<file path="src/logic/irq_route_pkg.sv">
package irq_route_pkg;
  // ----------------------------------------------------------------
  // register map
  // ----------------------------------------------------------------
  localparam logic [7:0] ADDR_SRC_ENABLE  = 8'h2D;
  localparam logic [7:0] ADDR_PIN_ROUTING = 8'h2E;
  localparam logic [7:0] ADDR_SYS_MODE    = 8'h0B;
  localparam logic [7:0] ADDR_INT_SOURCE  = 8'h0C;
  localparam logic [7:0] ADDR_MAG_THS_CFG = 8'h52;
  localparam logic [7:0] ADDR_MAG_VEC_CFG = 8'h69;
  localparam logic [7:0] ADDR_INT_CTRL    = 8'h2C;
  localparam logic [7:0] ADDR_EVT_STATUS  = 8'hF0;
  localparam logic [7:0] ADDR_EVT_MASK    = 8'hF1;
  localparam logic [7:0] RESET_BYTE       = 8'h00;
  // ----------------------------------------------------------------
  // field positions
  // ----------------------------------------------------------------
  localparam int unsigned BIT_ASLP       = 7;
  localparam int unsigned NUM_ACC_SRC    = 8;
  localparam int unsigned BIT_MAG_EN     = 0;
  localparam int unsigned BIT_MAG_ROUTE  = 1;
  localparam int unsigned BIT_IPOL       = 1;
  localparam int unsigned BIT_SYSMODE_LO = 0;
  // status event bits: 0 first pin went active, 1 second pin went active, 2 mode change
  localparam int unsigned EVT_FIRST      = 0;
  localparam int unsigned EVT_SECOND     = 1;
  localparam int unsigned EVT_MODE       = 2;
  localparam int unsigned NUM_EVT        = 3;
endpackage : irq_route_pkg

</file>
<file path="src/logic/pin_tree.sv">
`timescale 1ns/1ps
// gates each flag by its enable and splits it onto two or-trees
module pin_tree #(
  parameter int unsigned N = 10
) (
  input  wire logic [N-1:0] flag_in,
  input  wire logic [N-1:0] enable_in,
  input  wire logic [N-1:0] route_in,
  output logic              first_out,
  output logic              second_out
);
  // one source at least, else the or trees have nothing to reduce
  if (N < 1) begin : g_width_check
    $error("pin_tree needs at least one source");
  end
  wire [N-1:0] gated = flag_in & enable_in;
  // ----------------------------------------------------------------
  // or trees
  // ----------------------------------------------------------------
  // route bit steering
  assign first_out  = |(gated & route_in);
  assign second_out = |(gated & ~route_in);
endmodule : pin_tree

</file>
<file path="src/logic/irq_route.sv">
`timescale 1ns/1ps
// Operation
// - source enable register at 0x2D, eight sources, resets to zero
// - enable one passes the source flag, zero blocks it from both pins and int source, but not from the mode status event
// - routing register at 0x2E, same bit order, resets to zero
// - routing zero steers to second pin, one to first pin
// - each pin is the or of enabled sources steered to it
// - magnetic enables come from registers 0x52 and 0x69
// - magnetic routing bits in 0x52 and 0x69 join the same trees
// - polarity bit: zero active low by default, one active high
// - mode-change interrupt raised per transition, cleared by reading 0x0B
module irq_route
  import irq_route_pkg::*;
(
  input  wire logic       clk_sys_in,
  input  wire logic       srst_in,
  input  wire logic       ce_in,
  input  wire logic [6:0] acc_flag_in,
  input  wire logic       mag_ths_flag_in,
  input  wire logic       mag_vec_flag_in,
  input  wire logic       sleep_mode_in,
  input  wire logic [7:0] addr_in,
  input  wire logic [7:0] wdata_in,
  input  wire logic       wr_in,
  input  wire logic       rd_in,
  output logic      [7:0] rdata_out,
  output logic            first_irq_pin_out,
  output logic            second_irq_pin_out,
  output logic            irq_out
);
  // ----------------------------------------------------------------
  // registers
  // ----------------------------------------------------------------
  logic [7:0]         interrupt_source_enable;
  logic [7:0]         interrupt_pin_routing;
  logic [1:0]         mag_ths_cfg;
  logic [1:0]         mag_vec_cfg;
  logic [1:0]         int_ctrl;
  logic [NUM_EVT-1:0] evt_status;
  logic [NUM_EVT-1:0] evt_mask;
  logic               mode_irq;
  logic               sleep_q;
  logic               first_q;
  logic               second_q;

  // status field and read mux pack the event bits into one byte
  if (NUM_EVT != 3) begin : g_evt_width
    $error("irq_route serves exactly three status event bits");
  end

  // ----------------------------------------------------------------
  // decode
  // ----------------------------------------------------------------
  // strobes gated by the clock enable, so a frozen block ignores the bus
  wire wr_en   = ce_in && wr_in && (addr_in == ADDR_SRC_ENABLE);
  wire wr_rt   = ce_in && wr_in && (addr_in == ADDR_PIN_ROUTING);
  wire wr_mth  = ce_in && wr_in && (addr_in == ADDR_MAG_THS_CFG);
  wire wr_mvc  = ce_in && wr_in && (addr_in == ADDR_MAG_VEC_CFG);
  wire wr_ctl  = ce_in && wr_in && (addr_in == ADDR_INT_CTRL);
  wire wr_st   = ce_in && wr_in && (addr_in == ADDR_EVT_STATUS);
  wire wr_msk  = ce_in && wr_in && (addr_in == ADDR_EVT_MASK);
  wire rd_mode = ce_in && rd_in && (addr_in == ADDR_SYS_MODE);

  // mode change detected on an edge of the same-clock sleep level
  wire mode_edge = ce_in && (sleep_mode_in != sleep_q);

  // ----------------------------------------------------------------
  // source vectors: seven acceleration sources, the mode interrupt, then two magnetic
  // ----------------------------------------------------------------
  wire [9:0] all_flag  = {mag_vec_flag_in, mag_ths_flag_in, mode_irq, acc_flag_in};
  wire [9:0] all_en    = {mag_vec_cfg[BIT_MAG_EN], mag_ths_cfg[BIT_MAG_EN],
                          interrupt_source_enable};
  wire [9:0] all_route = {mag_vec_cfg[BIT_MAG_ROUTE], mag_ths_cfg[BIT_MAG_ROUTE],
                          interrupt_pin_routing};
  wire       first_raw;
  wire       second_raw;

  pin_tree #(
    .N (10)
  ) u_tree (
    .flag_in    (all_flag),
    .enable_in  (all_en),
    .route_in   (all_route),
    .first_out  (first_raw),
    .second_out (second_raw)
  );

  wire [NUM_EVT-1:0] evt_set;
  assign evt_set[EVT_FIRST]  = ce_in && first_raw && !first_q;
  assign evt_set[EVT_SECOND] = ce_in && second_raw && !second_q;
  assign evt_set[EVT_MODE]   = mode_edge;
  wire [NUM_EVT-1:0] evt_clr = wr_st ? wdata_in[NUM_EVT-1:0] : '0;

  // ----------------------------------------------------------------
  // read mux: int source shows which enabled acceleration and mode sources are active
  // ----------------------------------------------------------------
  wire [7:0] src_view = all_flag[7:0] & interrupt_source_enable;
  // unmapped addresses read as zero, so a stray read never shows stale data
  wire [7:0] rd_mux =
    (addr_in == ADDR_SRC_ENABLE)  ? interrupt_source_enable :
    (addr_in == ADDR_PIN_ROUTING) ? interrupt_pin_routing :
    (addr_in == ADDR_MAG_THS_CFG) ? {6'h00, mag_ths_cfg} :
    (addr_in == ADDR_MAG_VEC_CFG) ? {6'h00, mag_vec_cfg} :
    (addr_in == ADDR_INT_CTRL)    ? {6'h00, int_ctrl} :
    (addr_in == ADDR_INT_SOURCE)  ? src_view :
    (addr_in == ADDR_SYS_MODE)    ? {7'h00, sleep_q} :
    (addr_in == ADDR_EVT_STATUS)  ? {5'h00, evt_status} :
    (addr_in == ADDR_EVT_MASK)    ? {5'h00, evt_mask} : RESET_BYTE;

  // ----------------------------------------------------------------
  // configuration registers
  // ----------------------------------------------------------------
  // enable, routing, magnetic, control and mask register storage
  always_ff @(posedge clk_sys_in) begin
    if (srst_in) begin
      interrupt_source_enable <= RESET_BYTE;
      interrupt_pin_routing   <= RESET_BYTE;
      mag_ths_cfg             <= '0;
      mag_vec_cfg             <= '0;
      int_ctrl                <= '0;
      evt_mask                <= '0;
    end else begin
      if (wr_en)  interrupt_source_enable <= wdata_in;
      if (wr_rt)  interrupt_pin_routing <= wdata_in;
      if (wr_mth) mag_ths_cfg <= wdata_in[1:0];
      if (wr_mvc) mag_vec_cfg <= wdata_in[1:0];
      if (wr_ctl) int_ctrl <= wdata_in[1:0];
      if (wr_msk) evt_mask <= wdata_in[NUM_EVT-1:0];
    end
  end

  // detector starts at the idle sleep level, so reset leaves no false edge
  // mode interrupt, set wins over read clear
  always_ff @(posedge clk_sys_in) begin
    if (srst_in) begin
      mode_irq <= 1'b0;
      sleep_q  <= 1'b0;
    end else if (ce_in) begin
      sleep_q  <= sleep_mode_in;
      mode_irq <= mode_edge ? 1'b1 : (rd_mode ? 1'b0 : mode_irq);
    end
  end

  // sticky events, set wins over write-one-to-clear
  always_ff @(posedge clk_sys_in) begin
    if (srst_in) begin
      evt_status <= '0;
    end else begin
      evt_status <= (evt_status & ~evt_clr) | evt_set;
    end
  end

  // ----------------------------------------------------------------
  // outputs, pins one register stage behind the trees, irq_out two stages behind
  // ----------------------------------------------------------------
  // pins leave flops directly, so the host never sees a tree glitch
  // polarity applied on the pin drive
  // gated level reaches pins next edge
  always_ff @(posedge clk_sys_in) begin
    if (srst_in) begin
      first_q            <= 1'b0;
      second_q           <= 1'b0;
      first_irq_pin_out  <= 1'b1;
      second_irq_pin_out <= 1'b1;
      irq_out            <= 1'b0;
      rdata_out          <= RESET_BYTE;
    end else if (ce_in) begin
      first_q            <= first_raw;
      second_q           <= second_raw;
      first_irq_pin_out  <= first_raw ~^ int_ctrl[BIT_IPOL];
      second_irq_pin_out <= second_raw ~^ int_ctrl[BIT_IPOL];
      irq_out            <= |(evt_status & evt_mask);
      rdata_out          <= rd_in ? rd_mux : RESET_BYTE;
    end
  end

  // ----------------------------------------------------------------
  // assertions
  // ----------------------------------------------------------------
  // reference ors built apart from the tree instance, so a tree fault shows
  wire first_ref  = |(all_flag & all_en & all_route);
  wire second_ref = |(all_flag & all_en & ~all_route);
  wire irq_ref    = |(evt_status & evt_mask);
  wire ipol_ref   = int_ctrl[BIT_IPOL];
  wire rd_src_en  = ce_in && rd_in && (addr_in == ADDR_SRC_ENABLE);

  disabled_quiet_a: assert property (@(posedge clk_sys_in) disable iff (srst_in)
    ce_in && (all_en == '0) && !int_ctrl[BIT_IPOL] |=> first_irq_pin_out && second_irq_pin_out)
    else $error("disabled sources reached a pin");
  route_first_a: assert property (@(posedge clk_sys_in) disable iff (srst_in)
    ce_in && all_flag[0] && all_en[0] && all_route[0] |=>
      first_irq_pin_out == int_ctrl[BIT_IPOL] || $past(wr_ctl))
    else $error("route one missed first pin");
  second_or_a: assert property (@(posedge clk_sys_in) disable iff (srst_in)
    ce_in |=> second_irq_pin_out == ($past(second_ref) ~^ $past(ipol_ref)))
    else $error("second pin not or of its sources");
  first_or_a: assert property (@(posedge clk_sys_in) disable iff (srst_in)
    ce_in |=> first_irq_pin_out == ($past(first_ref) ~^ $past(ipol_ref)))
    else $error("first pin not or of its sources");
  enable_reset_a: assert property (@(posedge clk_sys_in)
    srst_in |=> interrupt_source_enable == 8'h00 && interrupt_pin_routing == 8'h00)
    else $error("config not zero after reset");
  mode_set_a: assert property (@(posedge clk_sys_in) disable iff (srst_in)
    mode_edge |=> mode_irq)
    else $error("mode change lost");
  mode_clear_a: assert property (@(posedge clk_sys_in) disable iff (srst_in)
    rd_mode && !mode_edge |=> !mode_irq)
    else $error("mode read did not clear");
  routing_write_a: assert property (@(posedge clk_sys_in) disable iff (srst_in)
    wr_rt |=> interrupt_pin_routing == $past(wdata_in))
    else $error("routing write lost");
  idle_level_a: assert property (@(posedge clk_sys_in) disable iff (srst_in)
    ce_in && !first_raw && !wr_ctl ##1 ce_in |-> first_irq_pin_out == !int_ctrl[BIT_IPOL])
    else $error("idle pin level wrong");
  both_pins_c: cover property (@(posedge clk_sys_in) first_raw && second_raw);
  mode_irq_c:  cover property (@(posedge clk_sys_in) mode_edge ##[1:20] rd_mode);
  irq_out_c:   cover property (@(posedge clk_sys_in) irq_out);
  ce_off_c:    cover property (@(posedge clk_sys_in) !ce_in && wr_in);
  mag_first_c: cover property (@(posedge clk_sys_in) mag_ths_flag_in && mag_ths_cfg == 2'h3);

  // ----------------------------------------------------------------
  // assertions: register file and read port
  // ----------------------------------------------------------------
  // enable write
  enable_write_a: assert property (@(posedge clk_sys_in) disable iff (srst_in)
    wr_en |=> interrupt_source_enable == $past(wdata_in))
    else $error("enable write lost");
  enable_read_a: assert property (@(posedge clk_sys_in) disable iff (srst_in)
    rd_src_en |=> rdata_out == $past(interrupt_source_enable))
    else $error("enable readback wrong");
  // read data stands for one cycle only
  read_idle_a: assert property (@(posedge clk_sys_in) disable iff (srst_in)
    ce_in && !rd_in |=> rdata_out == RESET_BYTE)
    else $error("read data outlived its cycle");
  mode_read_a: assert property (@(posedge clk_sys_in) disable iff (srst_in)
    rd_mode |=> rdata_out == {7'h00, $past(sleep_q)})
    else $error("system mode readback wrong");
  // frozen clock enable holds every output
  ce_freeze_a: assert property (@(posedge clk_sys_in) disable iff (srst_in)
    !ce_in |=> $stable(first_irq_pin_out) && $stable(second_irq_pin_out) &&
      $stable(irq_out) && $stable(rdata_out) && $stable(evt_status))
    else $error("state moved with clock enable low");

  // ----------------------------------------------------------------
  // assertions: pins, polarity and magnetic sources
  // ----------------------------------------------------------------
  // pins idle after reset
  pin_reset_a: assert property (@(posedge clk_sys_in)
    srst_in |=> first_irq_pin_out && second_irq_pin_out && !irq_out)
    else $error("pins not idle after reset");
  first_low_a: assert property (@(posedge clk_sys_in) disable iff (srst_in)
    ce_in && first_raw && !ipol_ref |=> !first_irq_pin_out)
    else $error("first pin not driven low");
  second_high_a: assert property (@(posedge clk_sys_in) disable iff (srst_in)
    ce_in && second_raw && ipol_ref |=> second_irq_pin_out)
    else $error("second pin not driven high");
  // route zero reaches the second pin
  route_second_a: assert property (@(posedge clk_sys_in) disable iff (srst_in)
    ce_in && all_flag[0] && all_en[0] && !all_route[0] |=>
      second_irq_pin_out == $past(ipol_ref))
    else $error("route zero missed second pin");
  // magnetic threshold steered to the first pin
  mag_first_a: assert property (@(posedge clk_sys_in) disable iff (srst_in)
    ce_in && mag_ths_flag_in && (mag_ths_cfg == 2'h3) |=>
      first_irq_pin_out == $past(ipol_ref))
    else $error("magnetic threshold missed first pin");
  // magnetic magnitude enabled onto the second pin
  mag_second_a: assert property (@(posedge clk_sys_in) disable iff (srst_in)
    ce_in && mag_vec_flag_in && (mag_vec_cfg == 2'h1) |=>
      second_irq_pin_out == $past(ipol_ref))
    else $error("magnetic magnitude missed second pin");

  // ----------------------------------------------------------------
  // assertions: sticky events and the mode interrupt
  // ----------------------------------------------------------------
  // mode interrupt holds between set and read
  mode_hold_a: assert property (@(posedge clk_sys_in) disable iff (srst_in)
    !mode_edge && !rd_mode |=> mode_irq == $past(mode_irq))
    else $error("mode interrupt moved by itself");
  // every event sets its status bit, even beside a clear
  status_set_a: assert property (@(posedge clk_sys_in) disable iff (srst_in)
    (|evt_set) |=> (evt_status & $past(evt_set)) == $past(evt_set))
    else $error("status event lost");
  // write one clears a status bit that no event sets
  status_clear_a: assert property (@(posedge clk_sys_in) disable iff (srst_in)
    (|evt_clr) && ((evt_set & evt_clr) == '0) |=> (evt_status & $past(evt_clr)) == '0)
    else $error("status clear ignored");
  // interrupt output follows the masked status
  irq_level_a: assert property (@(posedge clk_sys_in) disable iff (srst_in)
    ce_in |=> irq_out == $past(irq_ref))
    else $error("irq output not masked status");
endmodule : irq_route

</file>
<file path="config.mk">
export PLATFORM = sky130hd
export DESIGN_NAME = irq_route
export DESIGN_NICKNAME = d
export VERILOG_FILES = /design/src/logic/irq_route_pkg.sv /design/src/logic/pin_tree.sv /design/src/logic/irq_route.sv
export SDC_FILE = /design/constraint.sdc
export NUM_CORES = 1
export LEC_CHECK = 0
export ABC_AREA = 1
export BUFFER_PORTS_ARGS = -buffer_cell sky130_fd_sc_hd__buf_2
export CORE_ASPECT_RATIO = 2
export CORE_UTILIZATION = 28
export CTS_CLUSTER_DIAMETER = 30
export DETAILED_ROUTE_END_ITERATION = 7
export GPL_TIMING_DRIVEN = 0
export HOLD_SLACK_MARGIN = 0.02
export RECOVER_POWER = 25
export REMOVE_ABC_BUFFERS = 1
export SLEW_MARGIN = 20
export SYNTH_ARGS = -nofsm -noshare
export SYNTH_HDL_FRONTEND = slang
export SYNTH_SLANG_ARGS = --single-unit
</file>
<file path="constraint.sdc">
create_clock -name clk_sys_in -period 1.8 [get_ports clk_sys_in]
set_clock_uncertainty 0.15 [all_clocks]
set_input_delay 0.36 -clock clk_sys_in [delete_from_list [all_inputs] [get_ports clk_sys_in]]
set_output_delay 0.36 -clock clk_sys_in [all_outputs]
set_load 0.02 [all_outputs]
</file>
# [After elaboration in Yosys (flattened, before gate mapping)]
# Cells that the tools add are included.
[totals] regBits=43 inputBits=31 output_inout_bits=11 wordCells=71
[classes] eq_ne=10 n_mux=13 n_bitwise=11 n_reduce_logical=22
[op_table] operator="8-bit two-way mux" count=7
[op_table] operator="10-bit AND" count=3
[op_table] operator="8-bit by 6-bit equality test with 1-bit output, second input constant" count=3
[op_table] operator="10-bit OR reduction" count=2
[op_table] operator="8-bit by 4-bit equality test with 1-bit output, second input constant" count=2
[op_table] operator="8-bit by 7-bit equality test with 1-bit output, second input constant" count=2
[op_table] operator="8-bit equality test, second input constant" count=2
[op_table] operator="1-bit logical AND" count=15
[op_table] operator="3-bit two-way mux" count=4
[op_table] operator="10-bit inverter" count=1
[op_table] operator="8-bit AND" count=1
[op_table] operator="3-bit AND" count=2
[op_table] operator="3-bit inverter" count=1
[op_table] operator="3-bit bitwise OR" count=1
[op_table] operator="3-bit OR reduction" count=1
[op_table] operator="1-bit zero test" count=2
[op_table] operator="1-bit two-way mux" count=2
[op_table] operator="2-bit AND reduction" count=1
[op_table] operator="2-bit nonzero test" count=1
[op_table] operator="1-bit bitwise XNOR" count=2
[op_table] operator="1-bit != test" count=1

# [Longest topological paths before layout]
[depth] word_depth=11 ltp_mapped=12 depth_no_buf=12

# [Modules after synthesis]
# From an unflattened synthesis, not the netlist that was laid out.
[hier_totals] cells_unflattened=344 hier_area_um2=2331.0
[by_module_without_submodules] mod="irq_route" instances=1 cells_per_inst=300 area_each_um2=2128.3 seq_area_each_um2=860.8
[by_module_without_submodules] mod="pin_tree" instances=1 cells_per_inst=44 area_each_um2=202.7 seq_area_each_um2=0.0

# [Worst setup path after synthesis]
# No wires, ideal clock.
[synth_timing] kind="input port to flip-flop" startpoint="input port addr_in[4]" endpoint="register rdata_out[0]" setup_ns=0.132 arrival_ns=1.269 required_time_ns=1.518 setup_slack_ns=0.249 stages=9 n_path_buf=1 path_cell_list="inv_1 > nand2_2 > nor2_4 > nand4_4 > buf_6 > o21ai_0 > inv_1 > nand2_1 > a21oi_1"
[synth_between] elab_chain_len=11 elab_cells_between_ends=19 classes_between="eq/ne (9); mux (10)"
[synth_rtl] item="start: declaration" line="irq_route.sv:22" source="input wire logic [7:0] addr_in,"
[synth_rtl] item="8-bit equality test" line="irq_route.sv:108" source="(addr_in == ADDR_EVT_MASK) ? {5'h00, evt_mask} : RESET_BYTE;"
[synth_rtl] item="3-bit two-way mux" line="irq_route.sv:108"
[synth_rtl] item="3-bit two-way mux" line="irq_route.sv:107" source="(addr_in == ADDR_EVT_STATUS) ? {5'h00, evt_status} :"
[synth_rtl] item="3-bit two-way mux" line="irq_route.sv:106" source="(addr_in == ADDR_SYS_MODE) ? {7'h00, sleep_q} :"
[synth_rtl] item="8-bit two-way mux" line="irq_route.sv:105" source="(addr_in == ADDR_INT_SOURCE) ? src_view :"
[synth_rtl] item="8-bit two-way mux" line="irq_route.sv:104" source="(addr_in == ADDR_INT_CTRL) ? {6'h00, int_ctrl} :"
[synth_rtl] item="8-bit two-way mux" line="irq_route.sv:103" source="(addr_in == ADDR_MAG_VEC_CFG) ? {6'h00, mag_vec_cfg} :"
[synth_rtl] item="8-bit two-way mux" line="irq_route.sv:102" source="(addr_in == ADDR_MAG_THS_CFG) ? {6'h00, mag_ths_cfg} :"
[synth_rtl] item="8-bit two-way mux" line="irq_route.sv:101" source="(addr_in == ADDR_PIN_ROUTING) ? interrupt_pin_routing :"
[synth_rtl] item="8-bit two-way mux *" line="irq_route.sv:100" source="(addr_in == ADDR_SRC_ENABLE) ? interrupt_source_enable :"
[synth_rtl] item="8-bit two-way mux *" line="irq_route.sv:173" source="rdata_out <= rd_in ? rd_mux : RESET_BYTE;"
[synth_rtl] item="end signal: assignment" line="irq_route.sv:173"
[synth_rtl] item="end: declaration" line="irq_route.sv:26" source="output logic [7:0] rdata_out,"
# Every way passes the cells marked *; elsewhere a longest branch is shown, timed or not.
# A chain may end at the register's enable or synchronous reset.

# [Worst setup path in the final report]
[layout_timing] startpoint="input port addr_in[7]" endpoint="register rdata_out[5]"
[layout_between] elab_chain_len=8 elab_cells_between_ends=13 classes_between="eq/ne (6); mux (7)"
[layout_rtl] item="8-bit by 4-bit equality test with 1-bit output" line="irq_route.sv:105"
[layout_rtl] item="8-bit two-way mux" line="irq_route.sv:105"
[layout_rtl] item="8-bit two-way mux" line="irq_route.sv:104"
[layout_rtl] item="8-bit two-way mux" line="irq_route.sv:103"
[layout_rtl] item="8-bit two-way mux" line="irq_route.sv:102"
[layout_rtl] item="8-bit two-way mux" line="irq_route.sv:101"
[layout_rtl] item="8-bit two-way mux *" line="irq_route.sv:100"
[layout_rtl] item="8-bit two-way mux *" line="irq_route.sv:173"
# Marked as above.

==> run summary <==
Sum of negative setup slack = 0 ps
Final period utilization = 94.2%
Die Ht = 129 µm
CP peak stage delay = 360 ps
Worst hold margin = 194 ps
Remaining number of nets flagged by the antenna check after routing = 0
Via count of the first global-routing pass = 2291
Most common cell in the netlist = nand2_1
Iteration-0 DRC count of the detailed router = 128
Max-Cap Viols = 0
DR WL met2 = 4020 µm
Number of warnings printed during yosys synthesis = 0
Count of TritonRoute iterations in the first routing pass = 4
Last weighted congestion value of the routability-driven placer = 0.882
Actual slew at the worst max-slew pin = 561 ps
Power per cell area = 749 nW/µm²
Result of the run = finished, final reports clean
Cell variety after synth = 30
CTS Buf Count = 5
Remaining global-route overflow = 0
Worst endpoint required time = 1810 ps
Antenna cell count = 0
DR DRC count = 0
Max Clk Rate = 590 MHz
Hold-fix buffers at CTS = 0
Clock net sink count = 43
H-Tree Level Count = 2
CTS clk-pin slew, worst paths = 60 ps
Total length of routed met3 wires = 230 µm
Clock latency on the worst-skew pair = 290 ps
Effective utilization at floorplan = 28.8%
Max transition margin = 62.6%
Count of final hold-check violations = 0
Number of antenna violations at the first check in global routing = 0
Placeable Area = 7890 µm²
Post-synth EDFFs = 0
Wire length of the first global-routing pass = 11000 µm
CTS tree = yes
Maximum clock path buffer count = 2
Setup repair after global routing missed its margin = no
Routed wirelength normalized by instance count = 14.6 µm
DIE AREA = 8510 µm²
Root Buffer Master = clkbuf_16
Post-DP HPWL = 5580 µm
Crit. End Element = register
Hold Crit Class = input port to register
Die width = 65.7 µm
Ys async rst share = 0%
Routed via count = 2372
Startpoint kind of the worst setup timing path = input port
Top flip-flop cell by instance count after synthesis = dfxtp_1
Synthesized flop and latch total = 43
Minimum clock period after layout = 1700 ps
Maximum ir drop on the vdd rail = 0.376 mV
Port Buffer Count = 41
Count of final setup violators = 0
Area of the mapped netlist = 2270 µm²
Pin count of the biggest net entering global routing = 29
Final Max Slew Viols = 0
Instance count after placement with tap cells included = 466
# nets final = 413
Gate count after technology mapping = 338
Post-synthesis cell type with the largest combined area = dfxtp_1
Type of the setup path with the least slack = input port to register
Leak = 0.00103 µW
Length of routed wiring on met1 = 2410 µm
Design area = 2740 µm²
Share of post-route cells with drive strength above 1 = 15.4%
Proportion of netlist area held by the largest area contributor = 37.9%
Max layer used = met4
Number of placement rows = 46
Placed Instance Area = 2550 µm²
Cell types with the highest counts after synthesis = 77 x nand2_1, 44 x a21oi_1, 43 x dfxtp_1, 40 x nand3_1, 36 x inv_1
Filler-free cell count of the finished design = 479
CP Max Fanout = 7
Most common cell type on the critical path = nor2_4
Post-detailed-route via-to-cell ratio = 4.95
Syn avg cell area = 6.73 µm²
Num ports = 42
Total Wirelength = 7000 µm
Crit path max-delay cell type = o211ai_1
Data arrival time of the critical path = 1700 ps
Top post-synthesis cells by area = dfxtp_1 38%, nand2_1 13%, a21oi_1 9.7%
Seq/Total Area, Yosys = 37.9%
Synthesis-to-layout area growth = 20.6%
Total global-route track usage = 17.8%
Crit path cell chain = buf_2 -> nor2_4 -> inv_2 -> nor2_4 -> nand4_4 -> buf_12 -> o211ai_1 -> a21oi_1
[report_power, final]
part           switching (µW)  internal (µW)  total [µW]
logic                     117           49.8         167
clock network             402            519         920
registers                5.54            961         966
total                     524           1530        2050
[area by class of cell]
type	count	area (µm²)
clock buffers	5	125
clock inverters	3	23.8
fillers	858	5140
inverters	38	148
multi-input cells	248	1220
flip-flops and latches	43	861
well taps	96	120
repair buffers	46	241
[stage by stage]
stage	utilization, %	worst slack (ps)	total power (µW)
after floorplan	-	161	1060
after global placement	32.4	-693	1150
after detailed placement	32.4	-660	1150
after CTS	34.4	50.8	2070
after global routing	34.8	24.4	2120
final	34.8	104	2050
[cells in the final DEF, fill, tap and decap left out]
cell	n
a21oi_1	44
a21oi_2	1
a31oi_1	3
and2_1	1
buf_12	1
buf_2	30
buf_4	4
clkbuf_1	11
clkbuf_16	5
clkinv_2	1
clkinvlp_4	3
dfxtp_1	43
inv_1	34
inv_2	2
inv_6	1
nand2_1	78
nand2_2	4
nand3_1	40
nand3_2	1
nand3b_1	2
nand4_1	1
nand4_4	1
nor2_1	23
nor2_2	1
nor2_4	3
nor3_1	3
nor3b_4	1
nor4_1	2
o211ai_1	8
o21ai_0	27
o221ai_1	2
o22ai_1	2
[logic make-up after synthesis]
kind of cell           share of synthesized area, %
flip-flops                                     37.9
buffers and inverters                          8.36
AND/OR/NAND/NOR                                33.0
AO/OA/AOI/OAI                                  20.8
[state kept, by name, indices dropped and copies added (netlist names), 2 cells and up]
register                 flops
interrupt_pin_routing        8
interrupt_source_enable      8
rdata_out                    8
evt_mask                     3
evt_status                   3
int_ctrl                     2
mag_ths_cfg                  2
mag_vec_cfg                  2
[metal layers]
metal | GRT usage, % | up-vias
li1 | - | 1220
met1 | 16.6 | 1072
met2 | 33.0 | 62
met3 | 2.29 | 18
met4 | 14.2 | 0
met5 | 0 | -
[path summary, 6_finish.rpt]
path	start	end	slack (ps)	cells past startpoint
max	addr_in[7]	rdata_out[5]	100	8
min	wdata_in[3]	interrupt_source_enable[3]	190	3
max reg2reg	interrupt_source_enable[5]	first_irq_pin_out	170	7
min reg2reg	int_ctrl[0]	int_ctrl[0]	310	2
[worst max-delay path, delay by kind of cell]
family                 cells  cell delay (ps)
AOI/OAI and AO/OA          2              470
buffers and inverters      3              370
and+or+nand+nor            3              500
[timing repair]
item / CTS / global route
cloned: 0 / 0
gates resized for setup: 0 / 4
setup endpoints to repair: 8 / 20
pin swaps: 1 / 2
hold endpoints to repair: 0 / 0
buffers inserted: 1 / 4
No activity file was read; power rests on OpenSTA's default activity.
